## src/shared/mmc_pkg.sv

```systemverilog
// Package with register layout, encodings and timing counts for the mode control block.
`default_nettype none
package mmc_pkg;
	// ****************************************************************
	// Register map
	// ****************************************************************
	localparam logic [3:0] ADDR_MODE_CONTROL = 4'h0;
	localparam logic [3:0] ADDR_FILTER_SETUP = 4'h1;
	localparam logic [3:0] ADDR_LINK_STATUS = 4'h2;
	localparam logic [31:0] MODE_CONTROL_RESET = 32'h0000_0040;
	localparam logic [31:0] MODE_WRITE_MASK = 32'h0000_3EEA;
	localparam int BIT_TX_RUN = 13;
	localparam int BIT_FORCE_COLLISION = 12;
	localparam int BIT_LOOPBACK_HI = 11;
	localparam int BIT_LOOPBACK_LO = 10;
	localparam int BIT_FULL_DUPLEX = 9;
	localparam int BIT_RESERVED_ZERO = 8;
	localparam int BIT_PASS_ALL_MULTICAST = 7;
	localparam int BIT_ACCEPT_ALL = 6;
	localparam int BIT_BACKOFF_HOLD = 5;
	localparam int BIT_INVERSE_FILTER = 4;
	localparam int BIT_PASS_BAD = 3;
	localparam int BIT_IMPERFECT_ALL = 2;
	localparam int BIT_RX_RUN = 1;
	localparam int BIT_HASH_PERFECT = 0;
	// Filter setup register fields, loaded by the setup-frame engine.
	localparam int SETUP_BIT_HASH_PERFECT = 0;
	localparam int SETUP_BIT_IMPERFECT_ALL = 1;
	localparam int SETUP_BIT_INVERSE = 2;
	// ****************************************************************
	// Loopback encoding
	// ****************************************************************
	localparam logic [1:0] LOOP_NORMAL = 2'h0;
	localparam logic [1:0] LOOP_INTERNAL = 2'h1;
	localparam logic [1:0] LOOP_EXTERNAL = 2'h2;
	// ****************************************************************
	// Timing
	// ****************************************************************
	localparam int ATTEMPT_LIMIT = 16;
	localparam int CLOCK_MHZ = 50;
	localparam int GAP_10M_NS = 9600;
	localparam int GAP_100M_NS = 960;
	localparam int CLOCK_PERIOD_NS = 1000 / CLOCK_MHZ;
	localparam logic [9:0] GAP_10M_CYCLES =
		10'((GAP_10M_NS + CLOCK_PERIOD_NS - 1) / CLOCK_PERIOD_NS);
	localparam logic [9:0] GAP_100M_CYCLES =
		10'((GAP_100M_NS + CLOCK_PERIOD_NS - 1) / CLOCK_PERIOD_NS);
	typedef enum logic [2:0] {
		MMC_TX_IDLE = 3'b001,
		MMC_TX_WAIT = 3'b010,
		MMC_TX_SEND = 3'b100
	} mmc_tx_state_t;
	function automatic logic mmc_is_internal(input logic [1:0] sel);
		return sel == LOOP_INTERNAL;
	endfunction : mmc_is_internal
endpackage : mmc_pkg
`default_nettype wire

```

## src/rtl/mmc_addr_filter.sv

```systemverilog
// Receive address filter decision for the mode control block.
`timescale 1ns/1ps
`default_nettype none
module mmc_addr_filter (
	input wire logic sys_clk,
	input wire logic reset,
	input wire logic frameDone,
	input wire logic [47:0] destAddr,
	input wire logic frameBad,
	input wire logic perfectHit,
	input wire logic hashHit,
	input wire logic passAllMulticast,
	input wire logic acceptAllFrames,
	input wire logic passBadFrames,
	input wire logic hashPerfectSelect,
	input wire logic imperfectAllFilter,
	input wire logic inverseFilter,
	output logic acceptValid,
	output logic acceptFrame
);
	logic isMulticast;
	logic addrPass;
	logic physPass;
	logic multiPass;
	// The first transmitted bit of the destination is bit 0 of the first octet.
	assign isMulticast = destAddr[40];
	always_comb begin
		if (hashPerfectSelect) begin
			multiPass = hashHit;
			physPass = imperfectAllFilter ? hashHit : perfectHit;
		end else begin
			multiPass = perfectHit ^ inverseFilter;
			physPass = perfectHit ^ inverseFilter;
		end
		if (passAllMulticast && isMulticast) begin
			multiPass = 1'b1;
		end
		addrPass = acceptAllFrames || (isMulticast ? multiPass : physPass);
	end
	always_ff @(posedge sys_clk) begin
		if (reset) begin
			acceptValid <= 1'b0;
			acceptFrame <= 1'b0;
		end else begin
			acceptValid <= frameDone;
			acceptFrame <= frameDone && addrPass && (!frameBad || passBadFrames);
		end
	end
endmodule : mmc_addr_filter
`default_nettype wire

```

## src/rtl/mmc_backoff.sv

```systemverilog
// Backoff counter with optional hold on carrier and post-carrier gap.
`timescale 1ns/1ps
`default_nettype none
module mmc_backoff (
	input wire logic sys_clk,
	input wire logic reset,
	input wire logic load,
	input wire logic [9:0] slots,
	input wire logic carrier,
	input wire logic holdOnCarrier,
	input wire logic rate100,
	output logic done
);
	logic [9:0] count;
	logic [9:0] gap;
	always_ff @(posedge sys_clk) begin
		if (reset) begin
			count <= 10'h000;
		end else if (load) begin
			count <= slots;
		end else if (count != 10'h000 && !(holdOnCarrier && carrier)) begin
			count <= count - 10'h001;
		end
	end
	always_ff @(posedge sys_clk) begin
		if (reset) begin
			gap <= 10'h000;
		end else if (holdOnCarrier && carrier) begin
			gap <= rate100 ? mmc_pkg::GAP_100M_CYCLES : mmc_pkg::GAP_10M_CYCLES;
		end else if (gap != 10'h000) begin
			gap <= gap - 10'h001;
		end
	end
	assign done = !load && count == 10'h000 && gap == 10'h000 && !(holdOnCarrier && carrier);
endmodule : mmc_backoff
`default_nettype wire

```

## src/rtl/mmc_mode_control.sv

```systemverilog
// Operating-mode register bits 13 to 0 and the transmit control they steer.
//
// Design decisions made here: the strobed register port and the register offsets.
`timescale 1ns/1ps
`default_nettype none
// Contract
// - Force-collision makes every attempt of the next transmit collide, sixteen attempts, excessive collision reported.
// - Force-collision acts only in internal loopback.
// - Bits 11:10 select the loopback mode for both paths.
// - Loopback codes: 00 normal, 01 internal, 10 external.
// - Full-duplex lets transmit and receive run together.
// - Full-duplex disables heartbeat check; internal loopback not used then.
// - Pass-all-multicast accepts every multicast destination.
// - Accept-all receives every valid frame.
// - Accept-all is set after reset.
// - Backoff-hold pauses the backoff counter during carrier.
// - With backoff-hold, wait 9.6 us or 0.96 us after carrier.
// - Without backoff-hold the backoff counter ignores carrier.
// - Read-only bit 4 shows inverse filtering, meaningful in perfect mode.
// - Pass-bad-frames accepts bad frames that pass address filtering.
// - Read-only bit 2 shows hash filtering of all addresses.
// - Hash/perfect clear gives perfect filtering; set hashes multicast.
module mmc_mode_control (
	input wire logic sys_clk,
	input wire logic reset,
	input wire logic [3:0] regAddr,
	input wire logic [31:0] regWriteData,
	input wire logic regWrite,
	input wire logic regRead,
	output logic [31:0] regReadData,
	input wire logic rate100,
	input wire logic carrierSense,
	input wire logic collisionIn,
	input wire logic txRequest,
	input wire logic txEndOk,
	input wire logic [9:0] backoffSlots,
	input wire logic rxActive,
	input wire logic rxFrameDone,
	input wire logic [47:0] rxDestAddr,
	input wire logic rxFrameBad,
	input wire logic perfectHit,
	input wire logic hashHit,
	output logic [1:0] loopbackSelect,
	output logic fullDuplex,
	output logic heartbeatCheckEnable,
	output logic txEnable,
	output logic txForcedCollision,
	output logic txDone,
	output logic txExcessiveCollision,
	output logic rxAcceptValid,
	output logic rxAccept
);
	// ****************************************************************
	// Register storage
	// ****************************************************************
	logic [31:0] modeControl;
	logic [2:0] filterSetup;
	logic forceCollisionArmed;
	logic [4:0] attempts;
	mmc_pkg::mmc_tx_state_t txState;
	logic backoffLoad;
	logic backoffDone;
	logic collisionSeen;
	logic forceActive;
	logic acceptValidInt;
	logic acceptInt;
	logic [31:0] modeReadView;

	always_ff @(posedge sys_clk) begin
		if (reset) begin
			modeControl <= mmc_pkg::MODE_CONTROL_RESET;
		end else if (regWrite && regAddr == mmc_pkg::ADDR_MODE_CONTROL) begin
			// Bit 8 and the read-only filter bits are not stored from software.
			modeControl <= regWriteData & mmc_pkg::MODE_WRITE_MASK;
		end
	end

	// Filter mode bits come from the setup-frame engine, seen here as a register.
	always_ff @(posedge sys_clk) begin
		if (reset) begin
			filterSetup <= 3'h0;
		end else if (regWrite && regAddr == mmc_pkg::ADDR_FILTER_SETUP) begin
			filterSetup <= regWriteData[2:0];
		end
	end

	always_comb begin
		modeReadView = modeControl;
		modeReadView[mmc_pkg::BIT_RESERVED_ZERO] = 1'b0;
		modeReadView[mmc_pkg::BIT_INVERSE_FILTER] = filterSetup[mmc_pkg::SETUP_BIT_INVERSE];
		modeReadView[mmc_pkg::BIT_IMPERFECT_ALL] =
			filterSetup[mmc_pkg::SETUP_BIT_IMPERFECT_ALL];
		modeReadView[mmc_pkg::BIT_HASH_PERFECT] = filterSetup[mmc_pkg::SETUP_BIT_HASH_PERFECT];
	end

	// ****************************************************************
	// Register read port
	// ****************************************************************
	always_ff @(posedge sys_clk) begin
		if (reset) begin
			regReadData <= 32'h0000_0000;
		end else if (regRead) begin
			unique case (regAddr)
				mmc_pkg::ADDR_MODE_CONTROL: regReadData <= modeReadView;
				mmc_pkg::ADDR_FILTER_SETUP: regReadData <= {29'h0000_0000, filterSetup};
				mmc_pkg::ADDR_LINK_STATUS: regReadData <= {27'h0000_000, txState,
					forceCollisionArmed, txExcessiveCollision};
				default: regReadData <= 32'h0000_0000;
			endcase
		end else begin
			regReadData <= 32'h0000_0000;
		end
	end

	// ****************************************************************
	// Mode outputs
	// ****************************************************************
	always_ff @(posedge sys_clk) begin
		if (reset) begin
			loopbackSelect <= mmc_pkg::LOOP_NORMAL;
			fullDuplex <= 1'b0;
			heartbeatCheckEnable <= 1'b1;
		end else begin
			loopbackSelect <= modeControl[mmc_pkg::BIT_LOOPBACK_HI:mmc_pkg::BIT_LOOPBACK_LO];
			fullDuplex <= modeControl[mmc_pkg::BIT_FULL_DUPLEX];
			heartbeatCheckEnable <= !modeControl[mmc_pkg::BIT_FULL_DUPLEX];
		end
	end

	// ****************************************************************
	// Forced collision and transmit attempts
	// ****************************************************************
	assign forceActive = forceCollisionArmed &&
		mmc_pkg::mmc_is_internal(modeControl[mmc_pkg::BIT_LOOPBACK_HI:mmc_pkg::BIT_LOOPBACK_LO]);
	// In half duplex a receive in progress counts as a collision during transmit; full duplex ignores it.
	assign collisionSeen = collisionIn || forceActive ||
		(!modeControl[mmc_pkg::BIT_FULL_DUPLEX] && rxActive);

	always_ff @(posedge sys_clk) begin
		if (reset) begin
			forceCollisionArmed <= 1'b0;
		end else if (regWrite && regAddr == mmc_pkg::ADDR_MODE_CONTROL) begin
			forceCollisionArmed <= regWriteData[mmc_pkg::BIT_FORCE_COLLISION];
		end else if (txState == mmc_pkg::MMC_TX_IDLE && txDone) begin
			forceCollisionArmed <= 1'b0;
		end
	end

	always_ff @(posedge sys_clk) begin
		if (reset) begin
			txState <= mmc_pkg::MMC_TX_IDLE;
			attempts <= 5'h00;
			txEnable <= 1'b0;
			txForcedCollision <= 1'b0;
			txDone <= 1'b0;
			txExcessiveCollision <= 1'b0;
		end else begin
			txDone <= 1'b0;
			txForcedCollision <= 1'b0;
			unique case (txState)
				mmc_pkg::MMC_TX_IDLE: begin
					if (txRequest) begin
						attempts <= 5'h00;
						txExcessiveCollision <= 1'b0;
						txState <= mmc_pkg::MMC_TX_WAIT;
					end
				end
				mmc_pkg::MMC_TX_WAIT: begin
					if (backoffDone) begin
						txEnable <= 1'b1;
						txState <= mmc_pkg::MMC_TX_SEND;
					end
				end
				mmc_pkg::MMC_TX_SEND: begin
					if (collisionSeen) begin
						txEnable <= 1'b0;
						txForcedCollision <= forceActive;
						attempts <= attempts + 5'h01;
						if (attempts == 5'(mmc_pkg::ATTEMPT_LIMIT - 1)) begin
							txExcessiveCollision <= 1'b1;
							txDone <= 1'b1;
							txState <= mmc_pkg::MMC_TX_IDLE;
						end else begin
							txState <= mmc_pkg::MMC_TX_WAIT;
						end
					end else if (txEndOk) begin
						txEnable <= 1'b0;
						txDone <= 1'b1;
						txState <= mmc_pkg::MMC_TX_IDLE;
					end
				end
			endcase
		end
	end

	assign backoffLoad = txState == mmc_pkg::MMC_TX_SEND && collisionSeen;

	mmc_backoff u_backoff (
		.sys_clk(sys_clk),
		.reset(reset),
		.load(backoffLoad),
		.slots(backoffSlots),
		.carrier(carrierSense),
		.holdOnCarrier(modeControl[mmc_pkg::BIT_BACKOFF_HOLD]),
		.rate100(rate100),
		.done(backoffDone)
	);

	// ****************************************************************
	// Receive address filter
	// ****************************************************************
	mmc_addr_filter u_filter (
		.sys_clk(sys_clk),
		.reset(reset),
		.frameDone(rxFrameDone),
		.destAddr(rxDestAddr),
		.frameBad(rxFrameBad),
		.perfectHit(perfectHit),
		.hashHit(hashHit),
		.passAllMulticast(modeControl[mmc_pkg::BIT_PASS_ALL_MULTICAST]),
		.acceptAllFrames(modeControl[mmc_pkg::BIT_ACCEPT_ALL]),
		.passBadFrames(modeControl[mmc_pkg::BIT_PASS_BAD]),
		.hashPerfectSelect(filterSetup[mmc_pkg::SETUP_BIT_HASH_PERFECT]),
		.imperfectAllFilter(filterSetup[mmc_pkg::SETUP_BIT_IMPERFECT_ALL]),
		.inverseFilter(filterSetup[mmc_pkg::SETUP_BIT_INVERSE]),
		.acceptValid(acceptValidInt),
		.acceptFrame(acceptInt)
	);

	always_ff @(posedge sys_clk) begin
		if (reset) begin
			rxAcceptValid <= 1'b0;
			rxAccept <= 1'b0;
		end else begin
			rxAcceptValid <= acceptValidInt;
			rxAccept <= acceptInt;
		end
	end

	// ****************************************************************
	// Checks
	// ****************************************************************
	property p_reset_accept_all;
		@(posedge sys_clk) $fell(reset) |-> modeControl[mmc_pkg::BIT_ACCEPT_ALL];
	endproperty
	a_reset_accept_all: assert property (p_reset_accept_all) else $error("accept-all clear after reset");

	property p_excessive;
		@(posedge sys_clk) disable iff (reset) txExcessiveCollision && !$past(txExcessiveCollision)
			|-> $past(attempts) == 5'(mmc_pkg::ATTEMPT_LIMIT - 1) && txDone;
	endproperty
	a_excessive: assert property (p_excessive) else $error("excessive collision count wrong");

	property p_force_internal;
		@(posedge sys_clk) disable iff (reset) txForcedCollision |->
			$past(loopbackSelect) == mmc_pkg::LOOP_INTERNAL ||
			$past(modeControl[mmc_pkg::BIT_LOOPBACK_HI:mmc_pkg::BIT_LOOPBACK_LO]) ==
			mmc_pkg::LOOP_INTERNAL;
	endproperty
	a_force_internal: assert property (p_force_internal) else $error("forced collision outside loop");

	property p_loop_follow;
		@(posedge sys_clk) disable iff (reset) ##1
			loopbackSelect == $past(modeControl[mmc_pkg::BIT_LOOPBACK_HI:mmc_pkg::BIT_LOOPBACK_LO]);
	endproperty
	a_loop_follow: assert property (p_loop_follow) else $error("loopback select stale");

	property p_heartbeat;
		@(posedge sys_clk) disable iff (reset) fullDuplex |-> !heartbeatCheckEnable;
	endproperty
	a_heartbeat: assert property (p_heartbeat) else $error("heartbeat on in full duplex");

	property p_hold;
		@(posedge sys_clk) disable iff (reset)
			modeControl[mmc_pkg::BIT_BACKOFF_HOLD] && carrierSense && txState == mmc_pkg::MMC_TX_WAIT
			|=> !txEnable;
	endproperty
	a_hold: assert property (p_hold) else $error("transmit started during carrier");

	property p_accept_all;
		@(posedge sys_clk) disable iff (reset)
			rxFrameDone && modeControl[mmc_pkg::BIT_ACCEPT_ALL] &&
			(!rxFrameBad || modeControl[mmc_pkg::BIT_PASS_BAD]) |-> ##2 rxAccept;
	endproperty
	a_accept_all: assert property (p_accept_all) else $error("frame dropped in accept-all");

	property p_bad_drop;
		@(posedge sys_clk) disable iff (reset)
			rxFrameDone && rxFrameBad && !modeControl[mmc_pkg::BIT_PASS_BAD] |-> ##2 !rxAccept;
	endproperty
	a_bad_drop: assert property (p_bad_drop) else $error("bad frame passed");
endmodule : mmc_mode_control
`default_nettype wire

```

## config.mk

```make
export PLATFORM = sky130hd
export DESIGN_NAME = mmc_mode_control
export DESIGN_NICKNAME = d
export VERILOG_FILES = /design/src/shared/mmc_pkg.sv /design/src/rtl/mmc_addr_filter.sv /design/src/rtl/mmc_backoff.sv /design/src/rtl/mmc_mode_control.sv
export SDC_FILE = /design/constraint.sdc
export NUM_CORES = 1
export LEC_CHECK = 0
export BUFFER_PORTS_ARGS = -buffer_cell sky130_fd_sc_hd__buf_2
export CORE_AREA = 2 2 112 71
export CTS_BUF_LIST = sky130_fd_sc_hd__clkbuf_16
export CTS_CLUSTER_DIAMETER = 60
export CTS_CLUSTER_SIZE = 16
export DETAILED_ROUTE_END_ITERATION = 7
export DIE_AREA = 0 0 114 73
export PLACE_DENSITY = 0.74
export REMOVE_ABC_BUFFERS = 1
export SLEW_MARGIN = 15
export SYNTH_ARGS = -nofsm -noshare
export SYNTH_HDL_FRONTEND = slang
export SYNTH_SLANG_ARGS = --single-unit
```

## constraint.sdc

```tcl
create_clock -name sys_clk -period 2.4 [get_ports sys_clk]
set_input_delay 0.24 -clock sys_clk [delete_from_list [all_inputs] [get_ports sys_clk]]
set_output_delay 0.24 -clock sys_clk [all_outputs]
set_load 0.005 [all_outputs]
```

==> Word level (Yosys, flattened, before mapping) <==
Cells that the tools add are included.
W data, S select, Z words.
{ "totals": {"ff_bits": 86, "out_inout_bits": 42, "word_cells": 110} }
{ "classes": {"addsub": 3, "eq_ne": 12, "mux": 33, "n_bitwise": 4, "n_reduce_logical": 39} }
{ "op_table": {"columns": ["operator", "n"], "rows": [
  ["$pmux W14 S3", 1],
  ["$mux W10", 4],
  ["$logic_not A10 Y1", 2],
  ["$reduce_bool A10 Y1", 2],
  ["$sub A10 B1 Y10 const B", 2],
  ["$mux W1", 16],
  ["$logic_and A1 B1 Y1", 14],
  ["$mux W3", 4],
  ["$mux W5", 2],
  ["$pmux W5 S2", 1],
  ["$reduce_bool A2 Y1", 5],
  ["$mux W9", 1],
  ["$pmux W3 S3", 1],
  ["$reduce_and A3 Y1", 3],
  ["$ne A2 B2 Y1 const B", 4],
  ["$add A5 B1 Y5 const B", 1],
  ["$eq A5 B4 Y1 const B", 1],
  ["$eq A4 B1 Y1 const B", 1],
  ["$eq A4 B2 Y1 const B", 1],
  ["$logic_not A1 Y1", 4],
  ["$logic_not A4 Y1", 1],
  ["$logic_or A1 B1 Y1", 4],
  ["$pmux W1 S2", 2],
  ["$reduce_and A4 Y1", 1],
  ["other kinds (10)", 13]
]} }

==> Depth between registers and ports, before layout <==
{ "depth": {"word_depth": 11, "mapped_depth": 6} }

==> Modules after synthesis <==
Synthesis repeated with hierarchy kept, for this count alone.
{ "hier_totals": {"cells_unflattened": 335, "hier_area_um2": 3101.7} }
{ "modules_own_cells": {"columns": ["module", "n_inst", "cells_per_inst", "area_each_um2", "seq_area_each_um2"], "rows": [
  ["mmc_mode_control", 1, 186, 1845.5, 900.9],
  ["mmc_backoff", 1, 137, 1148.6, 400.4],
  ["mmc_addr_filter", 1, 12, 107.6, 40.0]
]} }

==> Worst setup path before layout <==
No wires, ideal clock.
{ "synth_timing": {"path_type": "reg-to-reg", "startpoint": "register u_backoff.gap[0]", "endpoint": "register txState[1]", "setup_ns": 0.117, "arrival_ns": 1.448, "setup_slack_ns": 0.836, "path_stages_with_launch": 7, "cell_sequence": "dfxtp_1 inv_1 ha_1 nor2b_1 nand3_2 nand3b_1 a22o_1"} }
{ "synth_between": {"elab_chain_len": 5} }
{ "synth_lines": {"columns": ["item", "line", "text"], "rows": [
  ["from (decl)", "mmc_backoff.sv:15", "logic [9:0] gap;"],
  ["from (signal assigned)", "mmc_backoff.sv:29", "gap <= rate100 ? mmc_pkg::GAP_100M_CYCLES : mmc_pkg::GAP_10M_CYCLES;"],
  ["from (signal assigned)", "mmc_backoff.sv:31", "gap <= gap - 10'h001;"],
  ["$logic_not A10 Y1", "mmc_backoff.sv:34", "assign done = !load && count == 10'h000 && gap == 10'h000 && !(holdOnCarrier && carrier);"],
  ["$logic_and A1 B1 Y1 (2 in a row)", "mmc_backoff.sv:34", null],
  ["$ne A2 B2 Y1 (no line)", null, null],
  ["$reduce_and A3 Y1 (no line)", null, null],
  ["to (signal assigned)", "mmc_mode_control.sv:151", "txState <= mmc_pkg::MMC_TX_IDLE;"],
  ["to (signal assigned)", "mmc_mode_control.sv:165", "txState <= mmc_pkg::MMC_TX_WAIT;"],
  ["to (signal assigned)", "mmc_mode_control.sv:171", "txState <= mmc_pkg::MMC_TX_SEND;"],
  ["to (decl)", "mmc_mode_control.sv:60", "mmc_pkg::mmc_tx_state_t txState;"]
]} }
No other way between the ends.
A chain may end at the register's enable or synchronous reset.

==> Final worst setup path <==
{ "layout_timing": {"startpoint": "register u_backoff.count[0]", "endpoint": "register txState[1]"} }
{ "layout_between": {"elab_chain_len": 6} }
{ "layout_lines": {"columns": ["item", "line", "text"], "rows": [
  ["from (decl)", "mmc_backoff.sv:14", "logic [9:0] count;"],
  ["from (signal assigned)", "mmc_backoff.sv:20", "count <= slots;"],
  ["from (signal assigned)", "mmc_backoff.sv:22", "count <= count - 10'h001;"],
  ["$logic_not A10 Y1", "mmc_backoff.sv:34", null],
  ["$logic_and A1 B1 Y1 (3 in a row)", "mmc_backoff.sv:34", null],
  ["$ne A2 B2 Y1 (no line)", null, null],
  ["$reduce_and A3 Y1 (no line)", null, null]
]} }
No other way between the ends.

==> metrics.txt <==
status finished clean; worst vdd ir 0.0005068 V; CP startpoint u_backoff.count[0]; # hold bufs at CTS 0; postcts setup bufs 0; number of buffers created by CTS 9; area leader, netlist dfxtp_1; worst path arrival time 2.09 ns; row count 25; asr flop ratio synth 0; largest net degree at the start of global routing 43; Post-Synthesis Cells 341; area grow syn2layout 21.40%; CP Max Fanout 7; Area contributors post-synth dfxtp_1, mux2i_1, buf_4, nor2_1, a21oi_1; part of the power in registers 0.349; GR met2 Demand/Resource 0.2725; simple-gate share of the synthesized area 0.2566; reg2reg setup slack 0.54 ns; combinational cell fraction of total power 0.292; GR Util met3 0.06478; Synth top area share 0.4225; top post-synthesis cells by count dfxtp_1, nor2_1, a21oi_1; maximum operating frequency 536.3 MHz; PD cells 1083 nW/µm²; r2r worst-path depth 6; Post-CTS Resized 0; xor/xnor share of the synthesized area 0.02483; Warnings, synthesis 0; Required @ worst endpoint 2.62 ns; die area 8322 µm²; Filler Cell Count 677; max-slew violations 0; antenna violations before repair 0; met1 GRT Util 0.2395; total wire length 7167 µm; # diodes 0; TritonCTS clock tree yes; Hold Crit Depth 3; via count 2601; share of the yosys chip area belonging to registers 0.4225; Net Sw Frac 0.3156; initial DRC count 111; setup_tns 0 ns; Setup WS post-layout 0.5353 ns; Min-Delay Endpoint modeControl[6]; Most Used Layer, Global Route met2; Int Power 2.857 mW; Hold Crit Class input port to flop; clk buf depth 2; Hold Vio Cnt, Final 0; crit path launch type flop; clk_skew 0.006174 ns; I/O pin count 150; max cap viols 0; first-pass GRT wire length 11520 µm; mux share of post-synthesis cell area 0.07016; Post-Layout Cell Count 507; initial core utilization 0.4264; Storage cell area 1341 µm²; Routed WL per cell 14.14 µm; CTS H-Tree Depth 3; clk root buf clkbuf_16; combinational family with the most area after synthesis simple AND/OR/NAND/NOR gates; r2r startpoint u_backoff.count[0]; via/cell ratio 5.130; Syn Std Cell Area 3174 µm²; count leader, synth dfxtp_1; placed cell area 3513 µm²; Final Critical Period 1.865 ns; layout cell share with drive strength beyond 1 0.2349; Clock power frac 0.359; Most used DFF post-synth dfxtp_1; pre-CTS setup slack 0.5664 ns; area of the multi-input gates 1679 µm²; Clk Latency, worst-skew pair 0.33 ns; Syn Area/Cell 9.309 µm²; Distinct cells, synth 62; CP endpoint kind flop; worst slew pin tran 0.6553 ns; vias in the first global route 2460; die span in x 114 µm; drt drc 0; Layout Nets 522; Overflow after GRT 0; Final setup viols 0; RSZ-0062 raised after global routing no; Pre-Repair DR Iteration Count 5; GRT Overall Usage 0.1795; EDFF count, synth 0; finished layout cell area 3854 µm²; Slew headroom 0.5615; net switching power 1.317 mW; Hold Startpoint regWriteData[6]; register bit total from synthesis 67; Final GP Congestion 0.8087; WS Path Type flop to flop; core area 7445 µm²; dpl cells 491; Reg clk slew, reported paths 0.05 ns; count of input and output buffers 63; Final HPWL DP 5050 µm; adder-cell area share of the yosys netlist 0.02365; Synth Area in Compound Gates 0.1313; Final period util 0.7770; worst r2r dst txState[1]; height of the chip 73 µm; DRT antenna net count 0; static leakage 1.664 nW; Sink Count 67
## logic make-up after synthesis
logic type | Yosys count
mux | 22
xor+xnor | 9
simple gates | 139
fa+ha+maj | 6
buf+inv | 38
flops | 67
compound gates | 59
other cells | 1
## sequential cells by signal, summed over array words and instances, names as in the netlist
signal	count
attempts	5
filterSetup	3
forceCollisionArmed	1
fullDuplex	1
heartbeatCheckEnable	1
loopbackSelect	2
modeControl	10
regReadData	13
rxAccept	1
rxAcceptValid	1
txDone	1
txEnable	1
txExcessiveCollision	1
txForcedCollision	1
txState	3
u_backoff.count	10
u_backoff.gap	10
u_filter.acceptFrame	1
u_filter.acceptValid	1
## layer usage
| layer | vias up | routed length, µm |
|---|---|---|
| met4 | 0 | 45 |
| met5 | - | 0 |
| li1 | 1304 | - |
| met3 | 5 | 491 |
| met2 | 76 | 3184 |
| met1 | 1216 | 3446 |
## area by class of cell
class                      count  area share
tap                           94     0.03052
clock inverter                 7     0.02987
multi-input combinational    254      0.4357
timing repair buffer          66     0.08766
inverter                      10    0.009740
clock buffer                   9     0.05844
sequential                    67      0.3481
## cell usage in the layout, fill, tap and decap left out, types with 4 or more instances in the layout
cell       instances
o21ai_0            5
conb_1            19
ha_1               6
mux2i_1           20
xor2_1             4
a211oi_1          10
nand2_1           21
nor2b_1           10
nor3_1             8
buf_2             63
dfxtp_1           67
nor2_1            38
and2_1             8
nand3_1           10
or3_1              6
inv_1             10
xnor2_1            5
nand3b_1           5
nand2b_1           7
a21oi_1           22
clkbuf_16          9
## power by group through the flow
stage / Clock [mW] / Sequential [mW] / Combinational [mW]
floorplan: 0 / 1.43 / 0.971
global placement: 0 / 1.46 / 1.16
detailed placement: 0 / 1.47 / 1.19
CTS: 1.52 / 1.45 / 1.21
global route: 1.58 / 1.48 / 1.36
finish: 1.50 / 1.46 / 1.22
## stage by stage
step / total power [mW] / util / hold slack (ns)
finish: 4.174 / 0.5176 / 0.1396
CTS: 4.187 / 0.5176 / 0.1309
detailed placement: 2.657 / 0.4719 / 0.4309
global placement: 2.618 / 0.4719 / 0.4166
floorplan: 2.400 / - / 0.3046
global route: 4.422 / 0.5176 / 0.1530
## critical path, stage by stage (launching register included)
cell and delay [ns]:
dfxtp_1 0.33, inv_1 0.08, ha_1 0.18, nor2b_1 0.48
and3_1 0.32, nand3b_1 0.12, a22o_1 0.25
## how the worst max path moves through the flow
stage                                    end  slack, ns  cells past startpoint
after floorplan           u_backoff.count[1]       0.55                      4
after global placement        modeControl[1]       0.60                      6
after detailed placement     modeControl[13]       0.57                      6
after CTS                         txState[2]       0.57                      6
after global routing              txState[2]       0.45                      6
final                             txState[1]       0.54                      6
Note: power is estimated with default switching activity, not from simulation.
